## config.mk

```make
export PLATFORM = sky130hd
export DESIGN_NAME = sdbpt_timer
export DESIGN_NICKNAME = d
export VERILOG_FILES = /design/src/shared/sdbpt_pkg.sv /design/src/logic/sdbpt_timer.sv
export SDC_FILE = /design/constraint.sdc
export NUM_CORES = 1
export LEC_CHECK = 0
export BUFFER_PORTS_ARGS = -buffer_cell sky130_fd_sc_hd__buf_2
export CAP_MARGIN = 20
export CORE_MARGIN = 5
export CORE_UTILIZATION = 52
export CTS_CLUSTER_SIZE = 30
export DETAILED_ROUTE_END_ITERATION = 6
export PLACE_DENSITY_LB_ADDON = 0.08
export SYNTH_ARGS = -nofsm -noshare
export SYNTH_HDL_FRONTEND = slang
export SYNTH_SLANG_ARGS = --single-unit
```

## constraint.sdc

```tcl
create_clock -name clk_i -period 5.5 [get_ports clk_i]
set_input_delay 0.825 -clock clk_i [delete_from_list [all_inputs] [get_ports clk_i]]
set_output_delay 0.825 -clock clk_i [all_outputs]
set_load 0.01 [all_outputs]
```

## src/shared/sdbpt_pkg.sv

```systemverilog
// constants and types for the split dual byte pwm timer
package sdbpt_pkg;
   // ---------------------------------------------------------------
   // register map (byte addresses)
   // ---------------------------------------------------------------
   localparam logic [7:0] ADDR_CTRL = 8'h00;
   localparam logic [7:0] ADDR_EVCTRL = 8'h04;
   localparam logic [7:0] ADDR_STATUS = 8'h08;
   localparam logic [7:0] ADDR_MASK = 8'h0c;
   localparam logic [7:0] ADDR_LPER = 8'h10;
   localparam logic [7:0] ADDR_HPER = 8'h14;
   localparam logic [7:0] ADDR_LCNT = 8'h18;
   localparam logic [7:0] ADDR_HCNT = 8'h1c;
   localparam logic [7:0] ADDR_CMP_BASE = 8'h20;
   localparam int ADDR_CMP_STEP = 4;
   localparam int ADDR_W = 8;
   localparam int DATA_W = 8;
   localparam int NCH = 4;
   // ---------------------------------------------------------------
   // ctrl fields: [0] split, [3:1] clock select
   // ---------------------------------------------------------------
   localparam int CTRL_SPLIT_BIT = 0;
   localparam int CTRL_CLK_LSB = 1;
   localparam logic [2:0] CLK_OFF = 3'h0;
   localparam logic [2:0] CLK_EVENT = 3'h7;
   localparam logic [7:0] CTRL_RST = 8'h00;
   // ev ctrl: [0] enable, [2:1] action
   localparam int EV_EN_BIT = 0;
   localparam int EV_ACT_LSB = 1;
   // ---------------------------------------------------------------
   // status bits
   // ---------------------------------------------------------------
   localparam int ST_LUNF = 0;
   localparam int ST_HUNF = 1;
   localparam int ST_CMP_LSB = 2;
   localparam logic [7:0] PER_RST = 8'hff;
   localparam logic [7:0] CMP_RST = 8'h00;
   localparam logic [7:0] ZERO8 = 8'h00;

   typedef enum logic [1:0] {
      SDBPT_EV_NONE = 2'h0,
      SDBPT_EV_RESTART = 2'h1,
      SDBPT_EV_HOLD = 2'h2,
      SDBPT_EV_GATE = 2'h3
   } sdbpt_evact_t;

   typedef struct packed {
      logic [ADDR_W-1:0] addr;
      logic [DATA_W-1:0] wdata;
      logic wr;
      logic rd;
   } sdbpt_bus_req_t;
endpackage

```

## src/logic/sdbpt_timer.sv

```systemverilog
// split dual byte pwm timer: two down counters with four pwm compares each
//
// Our own choices: the strobed register port and the register offsets.
`timescale 1ns/10ps
module sdbpt_timer
   import sdbpt_pkg::*;
#(
   parameter int PRESC_W = 10
) (
   input wire logic clk_i,
   input wire logic rst_i,
   input wire logic ce_i,
   input wire sdbpt_bus_req_t bus_i,
   output logic [DATA_W-1:0] rdata_o,
   input wire logic ev_clk_i,
   input wire logic ev_ctl_i,
   output logic [2*NCH-1:0] pwm_o,
   output logic [NCH-1:0] cmp_ev_o,
   output logic [NCH-1:0] dma_trig_o,
   output logic lunf_ev_o,
   output logic hunf_ev_o,
   output logic irq_o
);
   // ---------------------------------------------------------------
   // register file
   // ---------------------------------------------------------------
   logic [DATA_W-1:0] ctrl_ff;
   logic [DATA_W-1:0] evctrl_ff;
   logic [DATA_W-1:0] status_ff;
   logic [DATA_W-1:0] mask_ff;
   logic [DATA_W-1:0] lper_ff;
   logic [DATA_W-1:0] hper_ff;
   logic [DATA_W-1:0] lcnt_ff;
   logic [DATA_W-1:0] hcnt_ff;
   logic [DATA_W-1:0] cmp_ff [2*NCH];
   logic [DATA_W-1:0] rdata_ff;
   logic [DATA_W-1:0] nxt_rdata;
   logic [2:0] clk_sel;
   logic split_on;
   logic ev_en;
   sdbpt_evact_t ev_act;
   logic wr_lcnt;
   logic wr_hcnt;
   logic rd_status;

   assign split_on = ctrl_ff[CTRL_SPLIT_BIT];
   assign clk_sel = ctrl_ff[CTRL_CLK_LSB +: 3];
   assign ev_en = evctrl_ff[EV_EN_BIT];
   assign ev_act = sdbpt_evact_t'(evctrl_ff[EV_ACT_LSB +: 2]);
   assign wr_lcnt = bus_i.wr && (bus_i.addr == ADDR_LCNT);
   assign wr_hcnt = bus_i.wr && (bus_i.addr == ADDR_HCNT);
   assign rd_status = bus_i.rd && (bus_i.addr == ADDR_STATUS);

   always_ff @(posedge clk_i or posedge rst_i) begin
      if (rst_i) begin
         ctrl_ff <= CTRL_RST;
         evctrl_ff <= CTRL_RST;
         mask_ff <= ZERO8;
         lper_ff <= PER_RST;
         hper_ff <= PER_RST;
      end else if (ce_i && bus_i.wr) begin
         unique case (bus_i.addr)
            ADDR_CTRL: ctrl_ff <= bus_i.wdata;
            ADDR_EVCTRL: evctrl_ff <= bus_i.wdata;
            ADDR_MASK: mask_ff <= bus_i.wdata;
            ADDR_LPER: lper_ff <= bus_i.wdata;
            ADDR_HPER: hper_ff <= bus_i.wdata;
            default: ;
         endcase
      end
   end

   // ---------------------------------------------------------------
   // compare registers
   // ---------------------------------------------------------------
   // separate compares
   genvar gi;
   generate
      for (gi = 0; gi < 2*NCH; gi++) begin : g_cmp
         localparam logic [ADDR_W-1:0] CA = ADDR_W'(int'(ADDR_CMP_BASE) + gi*ADDR_CMP_STEP);
         always_ff @(posedge clk_i or posedge rst_i) begin
            if (rst_i) begin
               cmp_ff[gi] <= CMP_RST;
            end else if (ce_i && bus_i.wr && bus_i.addr == CA) begin
               cmp_ff[gi] <= bus_i.wdata;
            end
         end
      end
   endgenerate

   // ---------------------------------------------------------------
   // event input synchronisers
   // ---------------------------------------------------------------
   logic [1:0] evclk_sync_ff;
   logic [1:0] evctl_sync_ff;
   logic evclk_d_ff;
   logic evctl_d_ff;

   always_ff @(posedge clk_i or posedge rst_i) begin
      if (rst_i) begin
         evclk_sync_ff <= 2'h0;
         evctl_sync_ff <= 2'h0;
         evclk_d_ff <= 1'b0;
         evctl_d_ff <= 1'b0;
      end else if (ce_i) begin
         evclk_sync_ff <= {evclk_sync_ff[0], ev_clk_i};
         evctl_sync_ff <= {evctl_sync_ff[0], ev_ctl_i};
         evclk_d_ff <= evclk_sync_ff[1];
         evctl_d_ff <= evctl_sync_ff[1];
      end
   end

   // ---------------------------------------------------------------
   // shared count tick
   // ---------------------------------------------------------------
   logic [PRESC_W-1:0] presc_ff;
   logic tick;
   logic src_tick;
   logic ev_rise;
   logic ev_restart;
   logic ev_stall;

   always_ff @(posedge clk_i or posedge rst_i) begin
      if (rst_i) begin
         presc_ff <= '0;
      end else if (ce_i) begin
         presc_ff <= presc_ff + PRESC_W'(1);
      end
   end

   always_comb begin
      unique case (clk_sel)
         CLK_OFF: src_tick = 1'b0;
         CLK_EVENT: src_tick = evclk_sync_ff[1] && !evclk_d_ff;
         default: src_tick = (presc_ff & PRESC_W'((1 << (2*(clk_sel - 3'h1))) - 1)) == '0;
      endcase
   end

   assign ev_rise = evctl_sync_ff[1] && !evctl_d_ff;
   assign ev_restart = ev_en && (ev_act == SDBPT_EV_RESTART) && ev_rise;
   assign ev_stall = ev_en && (((ev_act == SDBPT_EV_HOLD) && evctl_sync_ff[1])
                     || ((ev_act == SDBPT_EV_GATE) && !evctl_sync_ff[1]));
   assign tick = split_on && src_tick && !ev_stall;

   // ---------------------------------------------------------------
   // counters
   // ---------------------------------------------------------------
   logic lunf;
   logic hunf;
   assign lunf = tick && (lcnt_ff == ZERO8);
   assign hunf = tick && (hcnt_ff == ZERO8);

   always_ff @(posedge clk_i or posedge rst_i) begin
      if (rst_i) begin
         lcnt_ff <= ZERO8;
         hcnt_ff <= ZERO8;
      end else if (ce_i) begin
         if (wr_lcnt) begin
            lcnt_ff <= bus_i.wdata;
         end else if (ev_restart || lunf) begin
            lcnt_ff <= lper_ff;
         end else if (tick) begin
            lcnt_ff <= lcnt_ff - 8'h01;
         end
         if (wr_hcnt) begin
            hcnt_ff <= bus_i.wdata;
         end else if (ev_restart || hunf) begin
            hcnt_ff <= hper_ff;
         end else if (tick) begin
            hcnt_ff <= hcnt_ff - 8'h01;
         end
      end
   end

   // ---------------------------------------------------------------
   // pwm and compare events
   // ---------------------------------------------------------------
   logic [NCH-1:0] lmatch;
   logic [2*NCH-1:0] nxt_pwm;
   generate
      for (gi = 0; gi < 2*NCH; gi++) begin : g_pwm
         logic [DATA_W-1:0] cnt;
         assign cnt = (gi < NCH) ? lcnt_ff : hcnt_ff;
         assign nxt_pwm[gi] = split_on && (cnt < cmp_ff[gi]);
      end
      for (gi = 0; gi < NCH; gi++) begin : g_lm
         assign lmatch[gi] = tick && (lcnt_ff == cmp_ff[gi]);
      end
   endgenerate

   always_ff @(posedge clk_i or posedge rst_i) begin
      if (rst_i) begin
         pwm_o <= '0;
      end else if (ce_i) begin
         pwm_o <= nxt_pwm;
      end
   end

   // ---------------------------------------------------------------
   // event and dma outputs
   // ---------------------------------------------------------------
   // events and dma triggers
   always_ff @(posedge clk_i or posedge rst_i) begin
      if (rst_i) begin
         cmp_ev_o <= '0;
         dma_trig_o <= '0;
         lunf_ev_o <= 1'b0;
         hunf_ev_o <= 1'b0;
      end else if (ce_i) begin
         cmp_ev_o <= lmatch;
         dma_trig_o <= lmatch;
         lunf_ev_o <= lunf;
         hunf_ev_o <= hunf;
      end
   end

   // ---------------------------------------------------------------
   // status and interrupt
   // ---------------------------------------------------------------
   logic [DATA_W-1:0] events;
   logic [DATA_W-1:0] nxt_status;
   logic nxt_irq;
   assign events = {(DATA_W-NCH-2)'(0), lmatch, hunf, lunf};
   assign nxt_status = (rd_status ? ZERO8 : status_ff) | events;
   assign nxt_irq = |(nxt_status & mask_ff);

   always_ff @(posedge clk_i or posedge rst_i) begin
      if (rst_i) begin
         status_ff <= ZERO8;
      end else if (ce_i) begin
         status_ff <= nxt_status;
      end
   end

   always_ff @(posedge clk_i or posedge rst_i) begin
      if (rst_i) begin
         irq_o <= 1'b0;
      end else if (ce_i) begin
         irq_o <= nxt_irq;
      end
   end

   // ---------------------------------------------------------------
   // read data
   // ---------------------------------------------------------------
   always_comb begin
      nxt_rdata = ZERO8;
      if (bus_i.rd) begin
         unique case (bus_i.addr)
            ADDR_CTRL: nxt_rdata = ctrl_ff;
            ADDR_EVCTRL: nxt_rdata = evctrl_ff;
            ADDR_STATUS: nxt_rdata = status_ff;
            ADDR_MASK: nxt_rdata = mask_ff;
            ADDR_LPER: nxt_rdata = lper_ff;
            ADDR_HPER: nxt_rdata = hper_ff;
            ADDR_LCNT: nxt_rdata = lcnt_ff;
            ADDR_HCNT: nxt_rdata = hcnt_ff;
            default: begin
               for (int i = 0; i < 2*NCH; i++) begin
                  if (bus_i.addr == ADDR_W'(int'(ADDR_CMP_BASE) + i*ADDR_CMP_STEP)) begin
                     nxt_rdata = cmp_ff[i];
                  end
               end
            end
         endcase
      end
   end

   always_ff @(posedge clk_i or posedge rst_i) begin
      if (rst_i) begin
         rdata_ff <= ZERO8;
      end else if (ce_i) begin
         rdata_ff <= nxt_rdata;
      end
   end
   assign rdata_o = rdata_ff;
endmodule // sdbpt_timer

```

-- Word level (Yosys, flattened, before mapping)
Cells that the tools add are included.
- flip-flop bits (word level): 167
- input bits: 23
- output and inout bits: 27
- word-level logic and storage cells: 142
- $add $sub $neg: 5
- magnitude comparators: 8
- equality and inequality tests: 23
- shifts and indexed selects: 1
- mux-type cells: 18
- bitwise gates (word level): 3
- reductions and logical operators: 57
- operators with widths (cell ; count):
    8-bit two-way mux ; 16
    8-bit by 6-bit == test with 1-bit output, second input constant ; 8
    8-bit < comparator ; 8
    8-bit one-hot mux with 8 select lines ; 1
    1-bit logical AND ; 35
    8-bit by 5-bit == test with 1-bit output, second input constant ; 4
    8-bit == test ; 4
    1-bit by 32-bit left shift with 10-bit output, first input constant ; 1
    8-bit logical NOT ; 3
    8-bit by 4-bit == test with 1-bit output, second input constant ; 2
    8-bit by 1-bit subtractor with 8-bit output, second input constant ; 2
    2-bit AND reduction ; 7
    10-bit by 1-bit adder with 10-bit output, second input constant ; 1
    10-bit AND ; 1
    10-bit logical NOT ; 1
    10-bit by 2-bit subtractor with 10-bit output, second input constant ; 1
    8-bit AND ; 1
    8-bit by 3-bit == test with 1-bit output, second input constant ; 1
    8-bit by 6-bit bitwise OR with 8-bit output ; 1
    8-bit OR reduction ; 1
    3-bit nonzero test ; 2
    2-bit == test, second input constant ; 2
    1-bit logical NOT ; 4
    3-bit by 1-bit subtractor with 4-bit output, second input constant ; 1
    5 further kinds ; 7

-- Longest topological paths before layout
Gate-level depths: netlist of the first run.
- depth after elaboration: 12
- mapped depth: 14
- mapped depth without buffers: 13

-- Worst setup path before layout of the first run
Ideal clock, no wire load.
- path type: flip-flop to flip-flop
- start: register ctrl_ff[1]
- end: register status_ff[0]
- setup time: 0.067 ns
- arrival time: 3.026 ns
- slack: 2.407 ns
- stages on the path, launching flop included: 15
- path buffers: 1
- clock period less this slack: 3.093 ns
- cells stage by stage: dfrtp_1 inv_1 ha_1 or2_1 o21bai_1 nand2_1 ha_1 o311ai_1 a2111oi_0 a41oi_1 a41oi_2 nor2b_1 and2_1 clkbuf_1 a22o_1
- longest elaborated chain between the ends: 10
- elaborated cells between the ends (all ways): 12
- classes of those cells: add/sub (2); eq/ne (1); shift (1); mux (1); bitwise (2); reduce/logical (5)
- ends and longest elaborated chain (item ; line ; text):
    from (decl) ; sdbpt_timer.sv:27 ; logic [DATA_W-1:0] ctrl_ff;
    from (signal assigned) ; sdbpt_timer.sv:63 ; ADDR_CTRL: ctrl_ff <= bus_i.wdata;
    3-bit by 1-bit subtractor with 4-bit output ; sdbpt_timer.sv:135 ; default: src_tick = (presc_ff & PRESC_W'((1 << (2*(clk_sel - 3'h1))) - 1)) == '0;
    1-bit by 32-bit left shift with 10-bit output ; sdbpt_timer.sv:135 ;
    10-bit by 2-bit subtractor with 10-bit output ; sdbpt_timer.sv:135 ;
    10-bit AND ; sdbpt_timer.sv:135 ;
    10-bit logical NOT ; sdbpt_timer.sv:135 ;
    1-bit one-hot mux with 2 select lines (*) ; sdbpt_timer.sv:132 ; unique case (clk_sel)
    1-bit logical AND (*) (2 in series) ; sdbpt_timer.sv:143 ; assign tick = split_on && src_tick && !ev_stall;
    1-bit logical AND (*) ; sdbpt_timer.sv:150 ; assign lunf = tick && (lcnt_ff == ZERO8);
    8-bit by 6-bit bitwise OR with 8-bit output (*) ; sdbpt_timer.sv:224 ; assign nxt_status = (rd_status ? ZERO8 : status_ff) | events;
    to (signal assigned) ; sdbpt_timer.sv:231 ; status_ff <= nxt_status;
    to (decl) ; sdbpt_timer.sv:29 ; logic [DATA_W-1:0] status_ff;
Every way passes the cells marked *; elsewhere a longest branch is shown, timed or not.
A chain may end at the register's enable or synchronous reset.

-- Worst setup path in the final report of the first run
- start: register ctrl_ff[1]
- end: register status_ff[5]
- longest elaborated chain between the ends: 10
- elaborated cells between the ends (all ways): 12
- classes of those cells: add/sub (2); eq/ne (1); shift (1); mux (1); bitwise (2); reduce/logical (5)
- ends and longest elaborated chain (item ; line ; text):
    3-bit by 1-bit subtractor with 4-bit output ; sdbpt_timer.sv:135 ;
    1-bit by 32-bit left shift with 10-bit output ; sdbpt_timer.sv:135 ;
    10-bit by 2-bit subtractor with 10-bit output ; sdbpt_timer.sv:135 ;
    10-bit AND ; sdbpt_timer.sv:135 ;
    10-bit logical NOT ; sdbpt_timer.sv:135 ;
    1-bit one-hot mux with 2 select lines (*) ; sdbpt_timer.sv:132 ;
    1-bit logical AND (*) (2 in series) ; sdbpt_timer.sv:143 ;
    1-bit logical AND (*) ; sdbpt_timer.sv:187 ; assign lmatch[gi] = tick && (lcnt_ff == cmp_ff[gi]);
    8-bit by 6-bit bitwise OR with 8-bit output (*) ; sdbpt_timer.sv:224 ;
Marks and branches as above.

==> run_results.csv, run 1 <==
group,metric,value,unit
yosys,async_reset_ff_share,100.0,%
clocking,cts_made_buffers,17,
pwr,comb_power_share,16.9,%
yosys,ys_ff_latch,167,
floorplanning,die-height,147.3,µm
cells_and_area,synthToLayoutAreaGrowth,11.13,%
pwr,p_sw_share,27.61,%
cells_and_area,drive_above_1_share,22.96,%
clocking,clock_latency,0.44,ns
floorplanning,core,0.01864,mm²
routing,top_layer,"met4",
floorplanning,rows,50,
routing,wl_met3,2233,µm
pwr,p_seq_share,41.8,%
clocking,cts_tree,"yes",
clocking,htree_num_levels,4,
critical_path,critPathLaunchType,"flop",
routing,ant_nets,0,
floorplanning,dieArea,0.02170,mm²
routing,wl_per_cell,23.52,µm
routing,wl_met2,12370,µm
critical_path,cp_max_fo,8,
routing,drtIter0Drc,813,
sta,worst_pin_slew,0.8978,ns
placement,gp_congestion,0.9862,
status,run_status,"completed",
sta,drv_slew,0,
grt,grt_max_degree,105,
sta,setup_tns,0,ns
sta,fmax,263.7,MHz
critical_path,crit_path_end_kind,"flop",
pwr,clkPwrFrac,41.3,%
yosys,synth_cell_types,65,
floorplanning,start_util,52.58,%
pwr,p_int,2.439,mW
grt,grt_pass1_wl,44080,µm
sta,slew-limit-headroom,39.93,%
clocking,cts-root-buf,"clkbuf_16",
clocking,cts_setup_buffers,0,
clocking,ctsHoldBuffers,0,
yosys,synth-edff-count,0,
routing,drc_errors,0,
routing,num_vias,7500,
grt,overflow,0,
clocking,cts_buffer_depth,2,
sta,hold_violations,0,
yosys,yosysWarningCount,0,
floorplanning,pin_count,50,
pwr,power_switching,0.9302,mW
sta,timing.hold.ws,0.2752,ns
routing,vias_per_cell,6.240,
hold_path,hp-class,"input port to asynchronous set/reset pin",
grt,grt.total_usage,26.61,%
cells_and_area,nNetsFinal,1046,
routing,dr.pass1.iters,6,
placement,io_buffers,49,
flow_run,maxCapViolations,0,
critical_path,criticalPathCategory,"flop to flop",
sta,rsz0062_at_grt,"false",
pwr,power_density,309.3,mW/mm²
sta,min_period_over_period,68.95,%
routing,wl_met1,12730,µm
yosys,ys.flop_type,"dfrtp_1",
grt,grt_antenna_before_repair,1,
sta,finalClockSkew,0.01079,ns
pwr,p_leak,5.184,nW
yosys,syn_area_per_cell,10.69,µm²
floorplanning,dieWidth,147.3,µm
sta,setup_viol,0,
placement,post-dp-hpwl,19670,µm
clocking,clk_pin_slew_worst_paths,0.07,ns
critical_path,worstPathArrival,4.17,ns
yosys,synthCells,917,
sta,min_period,3.792,ns
clocking,clkSinkCount,167,
grt,first_global_vias,7437,
pwr,irDropWorstVdd,0.2081,mV
yosys,syn_area,0.009803,mm²
critical_path,required,5.88,ns
yosys,syn-num-nets,1009,
routing,finalWirelength,28270,µm
clocking,cts_resized,0,
yosys,ys_seq_area_share,42.83,%
final timing paths:
| kind | endpoint | from | slack (ns) | depth (start not counted) |
|---|---|---|---|---|
| max reg2reg | status_ff[5] | ctrl_ff[1] | 1.71 | 13 |
| max in group asynchronous | hper_ff[4] | rst_i | 3.95 | 4 |
| min in group clk_i | presc_ff[9] | presc_ff[9] | 0.48 | 1 |
| max | status_ff[5] | ctrl_ff[1] | 1.71 | 13 |
| min | pwm_o[6] | rst_i | 0.28 | 2 |
| min reg2reg | presc_ff[9] | presc_ff[9] | 0.48 | 1 |
power by group through the flow:
stage	Combinational [mW]	Sequential [mW]	Clock, mW
detailed placement	0.559	1.43	0
finish	0.569	1.41	1.39
floorplan	0.433	1.38	0
global route	0.637	1.42	1.47
CTS	0.565	1.40	1.41
global placement	0.555	1.43	0
sequential cells by signal, indices dropped and copies added (netlist names):
register       count
status_ff          8
rdata_o            8
evctrl_ff          8
mask_ff            8
g_pwm.cnt         16
evclk_sync_ff      2
pwm_o              8
hunf_ev_o          1
hper_ff            8
lunf_ev_o          1
evctl_d_ff         1
presc_ff          10
evclk_d_ff         1
evctl_sync_ff      2
ctrl_ff            8
irq_o              1
lper_ff            8
cmp_ff            64
dma_trig_o         4
final cells by class:
cell class / count / area, µm²
diodes: 1 / 2.502
clock buffers: 21 / 460.4
clock inverters: 11 / 220.2
fillers: 1607 / 7749
inverters: 79 / 301.5
multi-input cells: 636 / 5122
flip-flops and latches: 167 / 4199
well taps: 234 / 292.8
repair buffers: 53 / 295.3
critical path: stages (launching register included):
cell and delay [ns]:
dfrtp_1 0.49, inv_1 0.12, ha_1 0.30, or2_1 0.25, o21bai_1 0.34, nand2_1 0.10, ha_1 0.24, o311ai_1 0.12
a2111oi_0 0.11, a41oi_1 0.40, a41oi_2 0.33, nor2b_1 0.41, and2_1 0.33, a22o_1 0.17
Yosys cell counts (all sizes together), types with 20 or more instances:
| cell type | number | share of area (%) |
|---|---|---|
| a21oi | 23 | 1.2 |
| a21o | 21 | 1.6 |
| nand2 | 46 | 1.8 |
| a22oi | 25 | 1.9 |
| inv | 79 | 3.0 |
| nand4 | 21 | 1.3 |
| nor2b | 20 | 1.3 |
| o21ai | 36 | 1.8 |
| nand3 | 23 | 1.2 |
| ha | 69 | 8.8 |
| mux2 | 113 | 13 |
| nor2 | 38 | 1.8 |
| dfrtp | 151 | 39 |
cells in the final DEF, fill, tap and decap left out, drive strengths merged, types with 5 or more instances in the layout:
cell type  netlist  routed
bufinv           0       6
inv             79      79
clkbuf          19      21
o21ai           36      36
nand2           46      46
a21o            21      21
clkinv           0       5
nand2b          13      13
xor2             6       6
nor2b           20      20
ha              69      69
a221oi          10      10
nand3b           5       5
nor2            38      38
dfrtp          151     151
a222oi          10      10
nand3           23      23
and2             8       8
a21oi           23      23
nor3            16      16
dfstp           16      16
nand4           21      21
xnor2           15      15
a22o            16      16
mux2           113     113
a31oi            6       6
o21a             7       7
a22oi           25      25
and3            15      15
mux2i           19      19
a2111oi          5       5
buf             16      53
per-layer routing:
layer | up-vias | global-route usage, %
li1 | 3439 | -
met1 | 3688 | 37.52
met2 | 309 | 40.18
met3 | 64 | 6.878
met4 | 0 | 8.807
met5 | - | 0
metrics by stage:
stage	setup slack [ns]	total power, mW	util, %	cell area (µm²)	instances
floorplan	0.1831	1.815	-	9803	917
global placement	1.837	1.981	54.62	10180	1168
detailed placement	1.803	1.986	54.62	10180	1168
CTS	1.768	3.380	58.28	10860	1200
global route	1.397	3.527	58.42	10890	1201
finish	1.708	3.370	58.44	10890	1202
kinds of logic (layout without fill, tap and decap cells):
group	Yosys count	after routing	share of synthesized area (%)
AOI/OAI and AO/OA	195	195	14.58
xor gates and xnor gates	21	21	1.876
adders and majority gates	69	69	8.807
buffers and inverters	114	164	4.914
DFF	167	167	42.83
muxes	132	132	15.00
other	0	1	0
and+or+nand+nor	219	219	12.00
No activity file was read; power rests on OpenSTA's default activity.
==> inputs of run 2 (changes only) <==
- clock period: 5.5 -> 3.5 ns (I/O delays scaled with it)
==> run 2 against run 1 <==
  * Clock-buffer cell count is 4 lower
  * Wire length decreased by 1.4%
  * Power increased by 53%
  * Core utilization grew 0.76 points
  * Cell area is 1.3% higher
  * Sequential cell count is the same
  * Clock skew increased by 0.00052 ns
  * First-iteration DRC count shrank 20%
  * Critical path type unchanged
  * Largest cell class unchanged
==> run_results.csv, run 2 (same netlist as run 1, synthesis figures left out) <==
group,metric,value,unit
cells_and_area,fill_cells,1617,
critical_path,r2r_setup_slack,0.13,ns
pwr,p_leak,5.289,nW
clocking,htree_num_levels,4,
sta,min_period_over_period,96.21,%
cells_and_area,nNetsFinal,1069,
flow_run,maxCapViolations,0,
floorplanning,dieArea,0.02170,mm²
pwr,power_density,468.7,mW/mm²
grt,first_global_vias,7404,
routing,num_vias,7520,
status,run_status,"completed",
pwr,power_switching,1.500,mW
clocking,cts_made_buffers,17,
critical_path,reg2reg_from,"ctrl_ff[1]",
sta,rsz0062_at_grt,"true",
routing,wl_per_cell,22.77,µm
critical_path,criticalPathCategory,"flop to flop",
sta,hold_violations,0,
clocking,ctsHoldBuffers,0,
sta,slew-limit-headroom,45.77,%
routing,drtIter0Drc,648,
grt,grt_antenna_before_repair,0,
routing,vias_per_cell,6.144,
cells_and_area,final_cell_mix,"dfrtp_1, mux2_2, inv_1",
cells_and_area,final_area,0.01104,mm²
cells_and_area,synthToLayoutAreaGrowth,12.57,%
sta,setup_tns,0,ns
placement,post-dp-hpwl,19820,µm
pwr,irDropWorstVdd,0.3439,mV
critical_path,required,3.82,ns
clocking,cts_buffer_depth,2,
sta,setup_viol,0,
cells_and_area,largest_register_ffs,64,
sta,fmax,297.0,MHz
routing,drc_errors,0,
sta,worst_pin_slew,0.8072,ns
clocking,clkSinkCount,167,
sta,finalClockSkew,0.01131,ns
critical_path,crit_start,"ctrl_ff[1]",
critical_path,reg2reg_to,"g_pwm[0].cnt[3]",
hold_path,hp-class,"input port to asynchronous set/reset pin",
placement,gp_congestion,0.9135,
critical_path,worstPathArrival,3.69,ns
cells_and_area,layout_commonest_cell,"dfrtp_1",
cells_and_area,num_antenna_cells,0,
routing,finalWirelength,27870,µm
floorplanning,die-height,147.3,µm
floorplanning,start_util,52.58,%
cells_and_area,multiInputGateArea,0.005129,mm²
placement,io_buffers,49,
cells_and_area,regMostFlops,"cmp_ff",
floorplanning,pin_count,50,
clocking,clock_latency,0.44,ns
cells_and_area,drive_above_1_share,25.25,%
grt,grt.total_usage,26.35,%
sta,drv_slew,0,
critical_path,crit_end,"g_pwm[0].cnt[3]",
floorplanning,core,0.01864,mm²
clocking,cts-root-buf,"clkbuf_16",
grt,overflow,0,
clocking,clk_pin_slew_worst_paths,0.07,ns
grt,grt_pass1_wl,43750,µm
critical_path,cp_max_fo,9,
floorplanning,rows,50,
pwr,comb_power_share,17.1,%
routing,dr.pass1.iters,6,
critical_path,critPathLaunchType,"flop",
cells_and_area,ff_latch_area,0.004199,mm²
critical_path,worst-r2r-cell-count,13,
pwr,p_int,3.672,mW
clocking,cts_tree,"yes",
routing,ant_nets,0,
critical_path,crit_path_end_kind,"flop",
pwr,clkPwrFrac,40.2,%
pwr,p_sw_share,29.00,%
floorplanning,dieWidth,147.3,µm
sta,min_period,3.367,ns
pwr,p_seq_share,42.7,%
grt,grt_max_degree,78,
placement,place_area,0.01038,mm²
-- run 2: changes by cell type in the layout (fill, tap and decap cells not counted), sizes merged, moves of 2 or more --
cell,change
clkbuf,-4
bufinv,-2
clkinvlp,+2
inv,+5
buf,+23
-- run 2: critical path, cell delays in order (launching register included) --
cell	delay, ns
dfrtp_1	0.35
inv_1	0.07
ha_1	0.29
and2_1	0.21
o21bai_2	0.23
nand2_1	0.09
ha_1	0.18
o311ai_1	0.16
a2111oi_0	0.32
a41oi_1	0.15
a41oi_2	0.45
o21a_2	0.38
mux2i_1	0.27
o21ai_1	0.08
-- run 2: power groups by stage --
stage                     Combinational (mW)  Clock [mW]  Sequential, mW
after global placement                 0.868           0            2.24
after detailed placement               0.877           0            2.24
after CTS                              0.885        2.10            2.20
after floorplan                        0.681           0            2.17
after global routing                    1.01        2.19            2.22
final                                  0.885        2.08            2.21
-- run 2: cell type report --
class                   instances  share of cell area, %
clock inverters                15                  1.961
inverters                      79                  2.721
flip-flops and latches        167                  38.05
multi-input cells             636                  46.47
repair buffers                 76                  4.286
well taps                     234                  2.653
clock buffers                  17                  3.855
-- run 2: metal layers --
metal  share of wire, %  up-vias  wire length, µm  global-route usage, %
li1                   -     3484                -                      -
met1                 46     3738            12830                  37.85
met2                 44      252            12180                  38.50
met3                7.1       46             1970                  6.508
met4                3.2        0              881                  10.16
met5                  0        -                0                      0
-- run 2: how the worst min path moves through the flow --
stage | start | end | cells past startpoint
floorplan | presc_ff[9] | presc_ff[9] | 1
global placement | presc_ff[9] | presc_ff[9] | 1
detailed placement | presc_ff[9] | presc_ff[9] | 1
CTS | rst_i | cmp_ff[45] | 2
global route | rst_i | cmp_ff[45] | 2
finish | rst_i | cmp_ff[45] | 2
-- run 2: timing repair --
item,in CTS,in global routing
setup endpoints to repair,0,23
setup buffers,0,1
gates resized for setup,0,3
-- run 2: through the flow --
step	cells	total power, mW	utilization [%]	setup slack, ns	hold WS (ns)
after detailed placement	1191	3.117	55.68	0.1110	0.4624
final	1224	5.172	59.19	0.1326	0.2006
after global placement	1191	3.110	55.68	0.2476	0.4692
after global routing	1224	5.424	59.19	-0.07845	0.2602
after CTS	1223	5.192	59.12	0.08111	0.2161
after floorplan	917	2.853	-	0.4070	0.4394
